$ cat config.mk
export PLATFORM = sky130hd
export DESIGN_NAME = dso_status_out
export DESIGN_NICKNAME = d
export VERILOG_FILES = /design/src/hw/dso_pkg.sv /design/src/hw/dso_status_out.sv
export SDC_FILE = /design/constraint.sdc
export NUM_CORES = 1
export LEC_CHECK = 0
export ABC_AREA = 1
export CORE_MARGIN = 5
export CORE_UTILIZATION = 60
export CTS_CLUSTER_SIZE = 10
export DETAILED_ROUTE_END_ITERATION = 6
export DONT_BUFFER_PORTS = 1
export HOLD_SLACK_MARGIN = 0.05
export PLACE_DENSITY = 0.84
export SLEW_MARGIN = 20
export SYNTH_ARGS = -nofsm -noshare
export SYNTH_HDL_FRONTEND = slang
export SYNTH_SLANG_ARGS = --single-unit
$ cat constraint.sdc
create_clock -name I_REF_CLK -period 7.66 [get_ports I_REF_CLK]
set_input_delay 1.149 -clock I_REF_CLK [delete_from_list [all_inputs] [get_ports I_REF_CLK]]
set_output_delay 1.149 -clock I_REF_CLK [all_outputs]
set_load 0.05 [all_outputs]
$ cat src/hw/dso_pkg.sv
// dso_pkg: constants, register map and carrier type for the drive status outputs
// assumes one 200 MHz clock shared by the register bus and the drive quantities
package dso_pkg;
    localparam int NUM_OC = 5;
    localparam int NUM_OUT = 6;
    localparam int POL_W = 2;
    localparam int FSEL_W = 6;
    localparam int FRQ_W = 16;
    localparam int HRS_W = 20;
    localparam int TWS_W = 14;
    localparam int ADR_W = 5;
    // --------------------------------------------------------------
    // register byte offsets, write masks, fields and reset values
    // --------------------------------------------------------------
    localparam logic [ADR_W-1:0] OFS_CTRL = 5'h00;
    localparam logic [ADR_W-1:0] OFS_FSEL_A = 5'h04;
    localparam logic [ADR_W-1:0] OFS_FSEL_B = 5'h08;
    localparam logic [ADR_W-1:0] OFS_THR1 = 5'h0c;
    localparam logic [ADR_W-1:0] OFS_THR2 = 5'h10;
    localparam logic [ADR_W-1:0] OFS_FMAX = 5'h14;
    localparam logic [ADR_W-1:0] OFS_TWARN = 5'h18;
    localparam logic [ADR_W-1:0] OFS_STAT = 5'h1c;
    localparam logic [31:0] MSK_CTRL = 32'h0000_3fff;
    localparam logic [31:0] MSK_FSEL_A = 32'h00ff_ffff;
    localparam logic [31:0] MSK_FSEL_B = 32'h0000_0fff;
    localparam logic [31:0] MSK_THR = 32'hffff_ffff;
    localparam logic [31:0] MSK_FMAX = 32'h0000_ffff;
    localparam logic [31:0] MSK_TWARN = 32'h0001_3fff;
    localparam int ACW_LSB = 12;
    localparam int DEC_LSB = 16;
    localparam int TWR_BIT = 16;
    // relay polarity nc, relay function alarm, fmax 60.00 Hz
    localparam logic [31:0] RST_CTRL = 32'h0000_0400;
    localparam logic [31:0] RST_FSEL_B = 32'h0000_0140;
    localparam logic [31:0] RST_FMAX = 32'h0000_1770;
    // --------------------------------------------------------------
    // codes
    // --------------------------------------------------------------
    localparam logic [POL_W-1:0] POL_NO = 2'h0;
    localparam logic [POL_W-1:0] POL_NC = 2'h1;
    localparam logic [1:0] ACW_3 = 2'h1;
    localparam logic [1:0] ACW_4 = 2'h2;
    localparam logic [2:0] AC_N0 = 3'h0;
    localparam logic [2:0] AC_N3 = 3'h3;
    localparam logic [2:0] AC_N4 = 3'h4;
    localparam logic [FSEL_W-1:0] FN_RUN = 6'h00;
    localparam logic [FSEL_W-1:0] FN_FA1 = 6'h01;
    localparam logic [FSEL_W-1:0] FN_FA2 = 6'h02;
    localparam logic [FSEL_W-1:0] FN_ALARM = 6'h05;
    localparam logic [FSEL_W-1:0] FN_FA3 = 6'h06;
    localparam logic [FSEL_W-1:0] FN_RNT = 6'h0b;
    localparam logic [FSEL_W-1:0] FN_ONT = 6'h0c;
    localparam logic [FSEL_W-1:0] FN_FA4 = 6'h18;
    localparam logic [FSEL_W-1:0] FN_FA5 = 6'h19;
    localparam int EV_RUN = 0;
    localparam int EV_FA1 = 1;
    localparam int EV_FA2 = 2;
    localparam int EV_FA3 = 3;
    localparam int EV_FA4 = 4;
    localparam int EV_FA5 = 5;
    localparam int EV_ALM = 6;
    localparam int EV_RNT = 7;
    localparam int EV_ONT = 8;
    localparam int NUM_EV = 9;
    // 1 % and 2 % of max frequency; warning units in hours
    localparam logic [FRQ_W-1:0] PCT1_DIV = 16'h0064;
    localparam logic [FRQ_W-1:0] PCT2_DIV = 16'h0032;
    localparam logic [6:0] TW_UNIT_LO = 7'h0a;
    localparam logic [6:0] TW_UNIT_HI = 7'h64;

    // frequencies in 0.01 Hz, times in hours
    typedef struct packed {
        logic [FRQ_W-1:0] out_freq;
        logic [FRQ_W-1:0] cmd_freq;
        logic running;
        logic dc_brake;
        logic tripped;
        logic [3:0] fault_code;
        logic [HRS_W-1:0] run_hours;
        logic [HRS_W-1:0] power_hours;
    } dso_drive_t;
endpackage : dso_pkg

$ cat src/hw/dso_status_out.sv
// dso_status_out: status output logic of a motor drive (five open-collector
// outputs, one changeover alarm relay), configured over Avalon-MM.
// assumes drive quantities arrive synchronous to I_REF_CLK.
`timescale 1ns/1ps
`default_nettype none
module dso_status_out (
    input wire logic I_REF_CLK, // 200 MHz clock
    input wire logic I_RST_N, // async reset, active low
    input wire logic [dso_pkg::ADR_W-1:0] I_AVS_ADDRESS, // byte address
    input wire logic I_AVS_READ, // read request
    input wire logic I_AVS_WRITE, // write request
    input wire logic [31:0] I_AVS_WRITEDATA, // write data
    output logic [31:0] O_AVS_READDATA, // read data
    output logic O_AVS_WAITREQUEST, // stall
    input wire dso_pkg::dso_drive_t I_DRIVE, // drive quantities
    output logic [dso_pkg::NUM_OC-1:0] O_OC_ON, // 1: transistor conducts
    output logic O_RELAY_PAIR_A, // 1: pair a closed
    output logic O_RELAY_PAIR_B // 1: pair b closed
);
    import dso_pkg::*;

    // ----------------------------------------------------------
    // reset release
    // ----------------------------------------------------------
    logic rst_s1, rst_n;
    always_ff @(posedge I_REF_CLK or negedge I_RST_N)
    begin
        if (!I_RST_N)
        begin
            rst_s1 <= 1'b0;
            rst_n <= 1'b0;
        end
        else
        begin
            rst_s1 <= 1'b1;
            rst_n <= rst_s1;
        end
    end

    // ----------------------------------------------------------
    // register slave
    // ----------------------------------------------------------
    logic [31:0] ctrl, fsel_a, fsel_b, fmax_r, twarn;
    logic [31:0] thr [2];
    logic [31:0] next_ctrl, next_fsel_a, next_fsel_b, next_fmax, next_twarn, next_rdata;
    logic [31:0] next_thr [2];
    logic next_wait;
    logic [NUM_EV-1:0] ev;
    logic [NUM_OUT*FSEL_W-1:0] fsel_all;
    assign fsel_all = {fsel_b[11:0], fsel_a[23:0]};

    function automatic logic [31:0] rd_mux(input logic [ADR_W-1:0] a, input logic [31:0] st);
        case (a)
            OFS_CTRL: rd_mux = ctrl;
            OFS_FSEL_A: rd_mux = fsel_a;
            OFS_FSEL_B: rd_mux = fsel_b;
            OFS_THR1: rd_mux = thr[0];
            OFS_THR2: rd_mux = thr[1];
            OFS_FMAX: rd_mux = fmax_r;
            OFS_TWARN: rd_mux = twarn;
            OFS_STAT: rd_mux = st;
            default: rd_mux = 32'h0;
        endcase
    endfunction : rd_mux

    // one wait cycle per access; write lands at the accepting edge
    always_comb
    begin
        next_wait = 1'b1;
        next_rdata = O_AVS_READDATA;
        next_ctrl = ctrl;
        next_fsel_a = fsel_a;
        next_fsel_b = fsel_b;
        next_thr = thr;
        next_fmax = fmax_r;
        next_twarn = twarn;
        if ((I_AVS_READ || I_AVS_WRITE) && O_AVS_WAITREQUEST)
            next_wait = 1'b0;
        if (I_AVS_READ && O_AVS_WAITREQUEST)
            next_rdata = rd_mux(I_AVS_ADDRESS, {17'h0, O_RELAY_PAIR_A, O_OC_ON, ev});
        if (I_AVS_WRITE && !O_AVS_WAITREQUEST)
        begin
            case (I_AVS_ADDRESS)
                OFS_CTRL: next_ctrl = I_AVS_WRITEDATA & MSK_CTRL;
                OFS_FSEL_A: next_fsel_a = I_AVS_WRITEDATA & MSK_FSEL_A;
                OFS_FSEL_B: next_fsel_b = I_AVS_WRITEDATA & MSK_FSEL_B;
                OFS_THR1: next_thr[0] = I_AVS_WRITEDATA & MSK_THR;
                OFS_THR2: next_thr[1] = I_AVS_WRITEDATA & MSK_THR;
                OFS_FMAX: next_fmax = I_AVS_WRITEDATA & MSK_FMAX;
                OFS_TWARN: next_twarn = I_AVS_WRITEDATA & MSK_TWARN;
                default: next_wait = 1'b1;
            endcase
        end
    end

    always_ff @(posedge I_REF_CLK or negedge rst_n)
    begin
        if (!rst_n)
        begin
            O_AVS_WAITREQUEST <= 1'b1;
            O_AVS_READDATA <= 32'h0;
            ctrl <= RST_CTRL;
            fsel_a <= 32'h0;
            fsel_b <= RST_FSEL_B;
            thr <= '{32'h0, 32'h0};
            fmax_r <= RST_FMAX;
            twarn <= 32'h0;
        end
        else
        begin
            O_AVS_WAITREQUEST <= next_wait;
            O_AVS_READDATA <= next_rdata;
            ctrl <= next_ctrl;
            fsel_a <= next_fsel_a;
            fsel_b <= next_fsel_b;
            thr <= next_thr;
            fmax_r <= next_fmax;
            twarn <= next_twarn;
        end
    end

    // ----------------------------------------------------------
    // comparators
    // ----------------------------------------------------------
    logic [FRQ_W:0] f, cmd, fon, foff, prev_f, next_prev;
    logic [FRQ_W:0] acc [2];
    logic [FRQ_W:0] dec [2];
    logic fa1, next_fa1, fa1_hit, rise, fall, run_over, pow_over, next_run_over, next_pow_over;
    logic [1:0] exc, next_exc, rch, next_rch;
    logic [TWS_W-1:0] tw_set;
    logic [20:0] tw_lim;
    assign f = {1'b0, I_DRIVE.out_freq};
    assign cmd = {1'b0, I_DRIVE.cmd_freq};
    assign fon = {1'b0, fmax_r[FRQ_W-1:0] / PCT1_DIV};
    assign foff = {1'b0, fmax_r[FRQ_W-1:0] / PCT2_DIV};
    assign rise = f > prev_f;
    assign fall = f < prev_f;
    assign fa1_hit = (f + fon) >= cmd;
    assign tw_set = twarn[TWS_W-1:0];
    // range flag picks 100 h units, else 10 h
    assign tw_lim = {7'h0, tw_set} * {14'h0, twarn[TWR_BIT] ? TW_UNIT_HI : TW_UNIT_LO};
    for (genvar k = 0; k < 2; k++)
    begin : g_thr
        assign acc[k] = {1'b0, thr[k][FRQ_W-1:0]};
        assign dec[k] = {1'b0, thr[k][DEC_LSB +: FRQ_W]};
    end

    // hysteresis state lives in flops, moves only at edges of the band
    always_comb
    begin
        next_prev = f;
        next_fa1 = fa1;
        next_exc = exc;
        next_rch = rch;
        // on at target -1%, off below target -2%
        if (fa1_hit)
            next_fa1 = 1'b1;
        else if ((f + foff) < cmd)
            next_fa1 = 1'b0;
        for (int k = 0; k < 2; k++)
        begin
            // exceeded: accel threshold sets, decel one clears
            if (acc[k] != '0 && (f + fon) >= acc[k])
                next_exc[k] = 1'b1;
            else if ((acc[k] == '0 && dec[k] == '0) ||
                     (f + foff) < ((dec[k] != '0) ? dec[k] : acc[k]))
                next_exc[k] = 1'b0;
            // reached: set near, drop past the band
            if (!rch[k])
            begin
                if ((rise && acc[k] != '0 && (f + fon) >= acc[k] && f <= acc[k] + foff) ||
                    (fall && dec[k] != '0 && f <= dec[k] + fon && (f + foff) >= dec[k]))
                    next_rch[k] = 1'b1;
            end
            else if ((rise && f > acc[k] + foff) || (fall && (f + foff) < dec[k]) ||
                     (acc[k] == '0 && dec[k] == '0))
                next_rch[k] = 1'b0;
        end
        // setting zero keeps both warnings off
        next_run_over = (tw_set != '0) && ({1'b0, I_DRIVE.run_hours} > tw_lim);
        next_pow_over = (tw_set != '0) && ({1'b0, I_DRIVE.power_hours} > tw_lim);
    end

    // ----------------------------------------------------------
    // output mapping
    // ----------------------------------------------------------
    // running holds through dc braking
    assign ev[EV_RUN] = I_DRIVE.running || I_DRIVE.dc_brake;
    assign ev[EV_FA1] = fa1;
    assign ev[EV_FA2] = exc[0];
    assign ev[EV_FA3] = rch[0];
    assign ev[EV_FA4] = exc[1];
    assign ev[EV_FA5] = rch[1];
    assign ev[EV_ALM] = I_DRIVE.tripped;
    assign ev[EV_RNT] = run_over;
    assign ev[EV_ONT] = pow_over;

    // unknown codes give an idle output
    function automatic logic pick(input logic [FSEL_W-1:0] c, input logic [NUM_EV-1:0] e);
        case (c)
            FN_RUN: pick = e[EV_RUN];
            FN_FA1: pick = e[EV_FA1];
            FN_FA2: pick = e[EV_FA2];
            FN_FA3: pick = e[EV_FA3];
            FN_FA4: pick = e[EV_FA4];
            FN_FA5: pick = e[EV_FA5];
            FN_ALARM: pick = e[EV_ALM];
            FN_RNT: pick = e[EV_RNT];
            FN_ONT: pick = e[EV_ONT];
            default: pick = 1'b0;
        endcase
    endfunction : pick

    logic [2:0] ac_n;
    logic [NUM_OUT-1:0] act;
    // alarm code takes over the lowest outputs
    assign ac_n = (ctrl[ACW_LSB +: 2] == ACW_3) ? AC_N3 :
                  (ctrl[ACW_LSB +: 2] == ACW_4) ? AC_N4 : AC_N0;
    for (genvar i = 0; i < NUM_OUT; i++)
    begin : g_out
        logic src;
        assign src = (i < 4 && 3'(i) < ac_n) ? I_DRIVE.fault_code[i % 4]
                                             : pick(fsel_all[FSEL_W*i +: FSEL_W], ev);
        // nc setting inverts the contact sense
        assign act[i] = src ^ (ctrl[POL_W*i +: POL_W] == POL_NC);
    end

    always_ff @(posedge I_REF_CLK or negedge rst_n)
    begin
        if (!rst_n)
        begin
            prev_f <= '0;
            fa1 <= 1'b0;
            exc <= 2'h0;
            rch <= 2'h0;
            run_over <= 1'b0;
            pow_over <= 1'b0;
            O_OC_ON <= '0;
            O_RELAY_PAIR_A <= 1'b0;
            O_RELAY_PAIR_B <= 1'b1;
        end
        else
        begin
            prev_f <= next_prev;
            fa1 <= next_fa1;
            exc <= next_exc;
            rch <= next_rch;
            run_over <= next_run_over;
            pow_over <= next_pow_over;
            O_OC_ON <= act[NUM_OC-1:0];
            // changeover: pair b always opposite pair a
            O_RELAY_PAIR_A <= act[NUM_OUT-1];
            O_RELAY_PAIR_B <= ~act[NUM_OUT-1];
        end
    end
endmodule : dso_status_out
`default_nettype wire

* Word level (Yosys, flattened, before mapping) *
Index checks and enable logic that the tools add are counted.

word-level totals
  register bits = 210
  input port bits = 120
  output and inout bits = 40
  logic and storage cells = 218

cells by class
  add/sub/neg operators = 6
  multipliers = 1
  div/mod/pow operators = 2
  order comparisons = 24
  eq/ne operators = 63
  mux-type cells = 31
  bitwise gates (word level) = 7
  reduce and logical (&&, ||, !) cells = 63

operators by type and width
  kind                                                  count
  case mux 32 bit (8 select lines)                      1
  adder 16 x 16 -> 17 bit                               6
  greater-or-equal comparator 17 x 16 -> 1 bit          5
  < comparator 17 x 16 -> 1 bit                         5
  equality test 6 x 3 -> 1 bit (second input constant)  12
  equality test 6 x 4 -> 1 bit (second input constant)  12
  equality test 6 x 5 -> 1 bit (second input constant)  12
  <= comparator 16 x 17 -> 1 bit                        4
  zero test 17 bit                                      4
  nonzero test 17 bit                                   4
  case mux 1 bit (9 select lines)                       6
  > comparator 20 x 21 -> 1 bit                         2
  equality test 6 x 1 -> 1 bit (second input constant)  6
  equality test 6 x 2 -> 1 bit (second input constant)  6
  zero test 6 bit                                       6
  > comparator 16 x 17 -> 1 bit                         2
  two-way mux 16 bit                                    2
  logical AND 1 bit                                     25
  multiplier 14 x 7 -> 21 bit                           1
  equality test 5 bit (second input constant)           4
  two-way mux 1 bit                                     19
  divider 16 x 6 -> 16 bit (second input constant)      1
  divider 16 x 7 -> 16 bit (second input constant)      1
  > comparator 16 bit                                   1
  other kinds (18)                                      50

* Logic depth before layout (Yosys ltp) *
Gate-level depths: netlist (run 1).

  word-level depth = 8
  gate-level depth with buffers = 81
  mapped depth without buffers = 80

* Worst setup path after synthesis (run 1) *
No wires, ideal clock.

  kind = register to register
  start = reg fmax_r[12]
  end = reg fa1
  data arrival time = 7.930 ns
  required time = 7.524 ns
  slack = -0.405 ns
  cell stages (with the launch flop) = 71
  buffers on the path = 1
  clock period less this slack = 8.065 ns
  cell sequence = dfstp_2 buf_6 nor2_2 nand2_1 nand2_2 inv_2 nor2_4 inv_4 nand2_4 nand2_4 nand4_1 nand3_4 nand2_4 nand2_1 nand2_2 nor2_4 nand2_4 nand2_4 [35 not listed] nand2_1 nand2_1 a21oi_1 o21ai_0 nand3_1 nand2_1 a21oi_1 nor2_1 xor2_1 ha_1 a21oi_1 o221ai_1 nand3_1 nand2_1 a21oi_1 a21oi_1 a2111oi_0 nand2_1

between the ends
  longest elaborated chain between the ends = 4
  elaborated cells between the ends (all ways) = 8
  classes of those cells = 2 x add/sub; 2 x div; 2 x order compare; 1 x mux; 1 x reduce/logical

ends and longest elaborated chain
  what                                                                                           RTL line                                      text
  start: declaration                                                                             dso_status_out.sv:43                          logic [31:0] ctrl, fsel_a, fsel_b, fmax_r, twarn;
  start signal: assignment                                                                       dso_status_out.sv:117                         fmax_r <= next_fmax;
  divider 16 x 7 -> 16 bit or divider 16 x 6 -> 16 bit (tied branches)                           dso_status_out.sv:134, dso_status_out.sv:135
  adder 16 x 16 -> 17 bit (on tied branches)                                                     dso_status_out.sv:138, dso_status_out.sv:158
  greater-or-equal comparator 17 x 16 -> 1 bit or < comparator 17 x 16 -> 1 bit (tied branches)  dso_status_out.sv:138, dso_status_out.sv:158
  two-way mux 1 bit or nonzero test 2 bit (tied branches)                                        --
  end signal: assignment                                                                         dso_status_out.sv:245                         fa1 <= next_fa1;
  end: declaration                                                                               dso_status_out.sv:128                         logic fa1, next_fa1, fa1_hit, rise, fall, run_over, pow_over, next_run_over, next_pow_over;

Several ways; a longest one is shown, not always the timed one.
A chain may end at the register's enable or synchronous reset.

* Final worst setup path (run 1) *
  start = reg fmax_r[12]
  end = reg rch[1]

between the ends
  longest elaborated chain between the ends = 8
  elaborated cells between the ends (all ways) = 24
  classes of those cells = 4 x add/sub; 2 x div; 6 x order compare; 3 x mux; 9 x reduce/logical

ends and longest elaborated chain
  what                                                                  RTL line                                                             text
  divider 16 x 7 -> 16 bit or divider 16 x 6 -> 16 bit (tied branches)  dso_status_out.sv:134, dso_status_out.sv:135
  adder 16 x 16 -> 17 bit (on tied branches)                            dso_status_out.sv:171, dso_status_out.sv:175, dso_status_out.sv:172
  greater-or-equal comparator 17 x 16 -> 1 bit (tied with other cells)  dso_status_out.sv:171                                                if ((rise && acc[k] != '0 && (f + fon) >= acc[k] && f <= acc[k] + foff) ||
  logical AND 1 bit (on tied branches)                                  dso_status_out.sv:171, dso_status_out.sv:172, dso_status_out.sv:175
  logical AND 1 bit (tied with other cells)                             dso_status_out.sv:171
  logical OR 1 bit (on tied branches)                                   dso_status_out.sv:171, dso_status_out.sv:175
  two-way mux 1 bit (on tied branches)                                  dso_status_out.sv:171, dso_status_out.sv:175
  two-way mux 1 bit (*)                                                 dso_status_out.sv:169                                                if (!rch[k])
  net next_rch[1]                                                       dso_status_out.sv:129                                                logic [1:0] exc, next_exc, rch, next_rch;
  end signal: assignment                                                dso_status_out.sv:247                                                rch <= next_rch;
  end: declaration                                                      dso_status_out.sv:129

The timed path passes the listed nets; every way through them passes the cells marked *.

==> results of run 1 <==
## worst paths after layout
| kind | start | end | cells past startpoint |
|---|---|---|---|
| worst max-delay path | fmax_r[12]$_DFFE_PN1P_ | rch[1]$_DFF_PN0_ | 70 |
| worst min-delay path | I_RST_N | rst_n$_DFF_PN0_ | 0 |
| worst max register to register | fmax_r[12]$_DFFE_PN1P_ | rch[1]$_DFF_PN0_ | 70 |
| worst min register to register | rst_n$_DFF_PN0_ | O_AVS_READDATA[4]$_DFFE_PN0P_ | 0 |
| max in group asynchronous | rst_n$_DFF_PN0_ | prev_f[9]$_DFF_PN0_ | 1 |
| min in group I_REF_CLK | rst_s1$_DFF_PN0_ | rst_n$_DFF_PN0_ | 0 |
## repair_timing
action / 4_1_cts / 5_1_grt
setup endpoints to repair: 5 / 5
setup buffers: 51 / 11
pin swaps: 59 / 40
resized for setup: 83 / 70
endpoints found under the hold margin: 0 / 0
## cells in the final DEF, fill, tap and decap left out, types with 7 or more instances in the layout
master	synthesis	routed
nand2_4	20	38
ha_1	373	366
a21o_1	16	16
o21ai_0	250	233
a21oi_1	222	203
dfrtp_1	198	197
dfstp_2	12	12
fa_1	28	24
clkbuf_1	59	7
o22ai_1	38	37
a21oi_2	0	17
nor4_1	25	24
nand3_2	9	19
o21ai_2	2	10
nand2_2	23	32
nor2_1	178	173
nor3_1	28	27
nor2_4	6	9
o211ai_1	10	10
xnor2_1	25	23
inv_1	436	432
nand3_1	102	89
xor2_1	79	76
a221oi_1	20	20
inv_2	14	15
o21bai_1	21	20
nand4_1	72	72
o221ai_1	11	10
o21ai_1	4	13
clkbuf_16	0	27
nand2_1	515	483
nor2_2	5	7
a31oi_1	8	8
buf_4	0	257
## worst max-delay path: cells and delay by family (launching register included)
family | cells | cell delay, ns
and+or+nand+nor | 45 | 4.47
AOI/OAI and AO/OA | 14 | 2.21
adders and majority gates | 3 | 0.80
buffers and inverters | 7 | 0.64
DFF | 1 | 0.58
xor gates and xnor gates | 1 | 0.18
## metrics by stage
step	cells	util, %	setup TNS, ns	instance area [um^2]
finish	3590	72.1	-5.70	25600
CTS	3579	71.0	-3.30	25200
global placement	3485	66.5	-2.58	23700
detailed placement	3485	66.5	-4.71	23700
global route	3589	72.1	-8.30	25600
floorplan	2880	-	-0.256	21800
## registers in the layout, indices dropped and copies added, names as in the netlist, 2 cells and up
name,flops
exc,2
dec,32
acc,32
O_OC_ON,5
O_AVS_READDATA,32
fmax_r,16
rch,2
fsel_a,24
fsel_b,12
ctrl,14
prev_f,16
twarn,15
## cell type report
cell class	instances	area (um^2)	share of cell area (%)
inverter	452	1710	6.65
tap	461	577	2.25
sequential	210	5270	20.6
clock inverter	6	145	0.566
timing repair buffer	264	2020	7.86
antenna	1	2.50	0.00976
clock buffer	38	757	2.95
multi-input combinational	2158	15200	59.1
## layer usage
layer / GRT usage (%) / share of wire [%] / vias to the layer above / routed length, um
met2: 67.0 / 46 / 1335 / 38800
met1: 50.3 / 37 / 10600 / 31200
met5: 0 / 0 / - / 0
met3: 7.30 / 9.4 / 365 / 8030
met4: 26.9 / 8.2 / 0 / 6930
li1: - / - / 10200 / -
## cell families (layout without fill, tap and decap cells)
family | after synthesis | after routing
XOR/XNOR | 104 | 104
buffers and inverters | 512 | 760
flip-flops | 210 | 210
other | 2 | 4
multiplexers | 1 | 1
adder cells (fa/ha/maj) | 401 | 401
AND/OR/NAND/NOR | 999 | 999
AO/OA/AOI/OAI | 650 | 650
==> summary.md, run 1 <==
| Metric | Value |
|---|---|
| Final min period | between 9 and 10 ns |
| Syn-to-layout area delta | 18.4% |
| CTS Hold Bufs | 0 |
| Post-Synthesis Cells | roughly 2900 |
| Post-DRT Antenna Nets | 0 |
| Multiplexer area fraction after synthesis | less than 1% |
| Count leader, synth | nand2_1 |
| DR vias/cell | roughly 6.3 |
| Die Span X | 200 um |
| Top cells by area, synth | dfrtp_1 23%, ha_1 22%, nand2_1 8.9% |
| Flops & latches, synth | 210 |
| Hold Violations, Final | 0 |
| Crit path required time | a little over 8 ns |
| CP Max Fanout | 7 |
| CP startpoint kind | flop |
| Number of global-route vias before repair | 22100 |
| Clock tree root buffer cell | clkbuf_16 |
| Post-synth top area cell | dfrtp_1 |
| Total CTS buffers | 27 |
| Post-Synth Simple-Gate Area | 21.1% |
| Post-route DRC | 0 |
| Worst slew pin tran | ~1.1 ns |
| Status | complete, but fails checks |
| Setup violators final | 5 |
| WS Path Type | flop to flop |
| Fillers | between 2000 and 3000 |
| DR vias | about 23000 |
| Die height | roughly 200 um |
| Sink Count | 210 |
| Post-synth EDFFs | 0 |
| Crit-path most repeated cell | nand2_4 |
| NumNets Final | ~3600 |
| Synthesized cell area | around 22000 um^2 |
| Area share of the largest cell type after synthesis | 22.9% |
| Reg-to-reg setup timing slack | -1.37 ns |
| Sequential fraction of the synthesis area | roughly a quarter |
| Crit path max-delay cell type | dfstp_2 |
| Max Freq | about 110 MHz |
| Setup Skew | between 0.02 and 0.03 ns |
| Global-route wire length before repair | roughly 130000 um |
| Starting density of the core | about three fifths |
| Yosys warning count | 0 |
| Synth Area in XOR/XNOR | 4.20% |
| Number of port buffers | 0 |
| Clock Pin Slew Worst Setup and Hold Paths | 0.07 ns |
| CP Capture Type | flop |
| Synth cell count leaders | 515 x nand2_1, 436 x inv_1, 373 x ha_1 |
| Top FF cell, synth | dfrtp_1 |
| Ratio of cells with drive above 1 in the final layout | 16.5% |
| Max transition margin | roughly 26% |
| Maximum root-to-sink buffer count | 3 |
| Io pins | 160 |
| Initial antenna violation count | 0 |
| Post-route setup slack | -1.37 ns |
| Pre-CTS WS | -1.00 ns |
| Site Rows | 69 |
| Post-detail-place hpwl | ~65000 um |
| DR pass1 iterations | 6 |
| TritonCTS clock tree | built |
| Routability congestion estimate | ~1.1 |
| Pin count of the biggest net entering global routing | around 170 |
| Unique masters post-synth | between 60 and 70 |
| Die Area | between 40000 and 50000 um^2 |
| Arr. time, crit path | ~9.5 ns |
| Smallest hold slack | 0.275 ns |
| Compound-Gate Fraction of Synth Area | 17.2% |
| Clock Latency Late Sink | about 0.58 ns |
| GRT overflow | 0 |
| Post-Synth Adder-Cell Area | about a quarter |
| Routed length per instance | 23.7 um |
| Clock H-tree levels | 1 |
| Crit share post-route | 118% |
| Avg Cell Area, Syn | 7.52 um^2 |
| Total routed wirelength | ~85000 um |
| Overall Global Routing Usage | about two fifths |
| Total of max-cap violations | 0 |
| Core area | 35600 um^2 |
| Slew Viols, Final | 0 |
| Critical path's largest stage delay | between 0.5 and 0.6 ns |
| DRT iter0 DRCs | around 2200 |
| Hold WC Path Type | input port to asynchronous set/reset pin |
| Largest family of logic cells by synthesized area | adder cells |
| Failing checks | setup timing |
| Fraction of registers with async set/reset | 100% |
| RSZ-0062 raised after global routing | true |
Power of run 1 is left out: the tool's default activity adds up to more than one toggle a clock period on the data nets, which glitch-free logic cannot reach.
==> run 2: changes to the inputs <==
CORE_MARGIN = 2   (was 5)
==> run 2 against run 1 <==
The run still ends with setup timing left. Setup slack lost 0.12 ns. Final cell count shrank 0.39%. Via count shrank 0.93%. Fmax shrank 1.3%. Wire length shrank 2.0%. Critical path depth shrank 8. Critical path type unchanged. Critical endpoint unchanged. Largest cell class unchanged. Highest routed layer unchanged.
==> summary.md, run 2 (synthesis gave the netlist of run 1 again) <==
| Metric | Value |
|---|---|
| Status | complete, but fails checks |
| Failing checks | setup timing |
| Top delay family on crit path | simple AND/OR/NAND/NOR gates |
| CP Max Fanout | 7 |
| Hold Violations, Final | 0 |
| Die Area | 37600 um^2 |
| RSZ-0062 raised after global routing | true |
| Number of global-route vias before repair | about 22000 |
| Crit path required time | between 8 and 9 ns |
| Clock Pin Slew Worst Setup and Hold Paths | about 0.060 ns |
| Sink Count | 210 |
| NumNets Final | between 3000 and 4000 |
| Setup_tns | -6.83 ns |
| Pin count of the biggest net entering global routing | roughly 150 |
| Setup Skew | approximately 0.028 ns |
| DR vias | ~22000 |
| Worst slew pin tran | between 1 and 1.5 ns |
| Number of port buffers | 0 |
| DR vias/cell | between 6 and 7 |
| DR pass1 iterations | 6 |
| TritonCTS clock tree | built |
| Crit-path most repeated cell | nand2_2 |
| Routed length per instance | between 20 and 25 um |
| Total of max-cap violations | 0 |
| CP Capture Type | flop |
| DRT iter0 DRCs | 2282 |
| Post-route setup slack | -1.49 ns |
| Io pins | 160 |
| Post-DRT Antenna Nets | 0 |
| Max transition margin | 33.0% |
| Initial antenna violation count | 1 |
| WS Path Type | flop to flop |
| Worst Path Buf+Inv | 4 |
| Overall Global Routing Usage | roughly 43% |
| CP startpoint kind | flop |
| Clock tree root buffer cell | clkbuf_16 |
| Clock Latency Late Sink | about 0.57 ns |
| Maximum root-to-sink buffer count | 3 |
| Final min period | about 9 ns |
| Critical path's largest stage delay | between 0.6 and 0.7 ns |
| Routability congestion estimate | just over 1 |
| Register Area | 5270 um^2 |
| Core area | approximately 36000 um^2 |
| Syn-to-layout area delta | 16.8% |
| Die Span X | a little under 200 um |
| Crit share post-route | 119% |
| Clock H-tree levels | 1 |
| Smallest hold slack | 0.274 ns |
| Commonest non-fill, non-tap cells in the layout | 491 x nand2_1, 435 x inv_1, 368 x ha_1 |
| GRT overflow | 0 |
| Finished Core Util | between 70% and 80% |
| Most common cell after layout, fill and taps aside | nand2_1 |
| Crit path max-delay cell type | xnor2_1 |
| Slew Viols, Final | 0 |
| Setup violators final | 5 |
| Total CTS buffers | 26 |
| Post-detail-place hpwl | roughly 64000 um |
| Fillers | ~2800 |
| Pre-CTS WS | -1.26 ns |
| Ratio of cells with drive above 1 in the final layout | around 15% |
| Site Rows | between 60 and 70 |
| Post-route DRC | 0 |
| CTS Hold Bufs | 0 |
| Hold WC Path Type | input port to asynchronous set/reset pin |
| Starting density of the core | around three fifths |
| Footprint of the multi-input gates | approximately 15000 um^2 |
| Global-route wire length before repair | about 120000 um |
| Max Freq | approximately 110 MHz |
| Total routed wirelength | between 80000 and 90000 um |
| Arr. time, crit path | 9.56 ns |
| Die height | approximately 190 um |
-- run 2: changes by cell type in the layout (fill, tap and decap cells not counted), moves of 6 or more --
cell	change
a21oi_1	+7
a21oi_2	-6
nand2_1	+8
buf_4	-14
nand2_4	-11
-- run 2: final cells by class --
type / count / share of cell area, %
sequential: 210 / 20.9
timing repair buffer: 252 / 7.72
tap: 461 / 2.28
inverter: 452 / 6.73
clock inverter: 3 / 0.203
clock buffer: 39 / 3.00
multi-input combinational: 2158 / 59.2
antenna: 1 / 0.00989
-- run 2: repair_timing --
item | CTS | global route
setup buffers | 40 | 5
resized for setup | 51 | 47
pin swaps | 65 | 41
endpoints found under the setup margin | 5 | 5
-- run 2: worst paths after layout --
path                                             start                  end  slack, ns  cells past startpoint
worst max register to register  fmax_r[12]$_DFFE_PN1P_     rch[1]$_DFF_PN0_      -1.49                     62
worst min register to register        rst_s1$_DFF_PN0_      rst_n$_DFF_PN0_       0.37                      0
worst min-delay path                           I_RST_N      rst_n$_DFF_PN0_       0.27                      0
worst max-delay path            fmax_r[12]$_DFFE_PN1P_     rch[1]$_DFF_PN0_      -1.49                     62
max in group asynchronous              rst_n$_DFF_PN0_  dec[31]$_DFFE_PN0P_       5.83                      1
min in group I_REF_CLK                rst_s1$_DFF_PN0_      rst_n$_DFF_PN0_       0.37                      0
-- run 2: metrics by stage --
step           instance area (um^2)  cells
5_1_grt                       25300   3575
4_1_cts                       25000   3570
3_5_place_dp                  23700   3489
2_1_floorplan                 21800   2880
3_3_place_gp                  23700   3489
6_report                      25300   3576
-- run 2: layer usage --
layer	track usage [%]	routed length, um
met4	23.2	5480
met5	0	0
met3	8.80	8030
met2	70.6	38300
met1	52.5	31500
Power of run 2 is left out for the same reason.
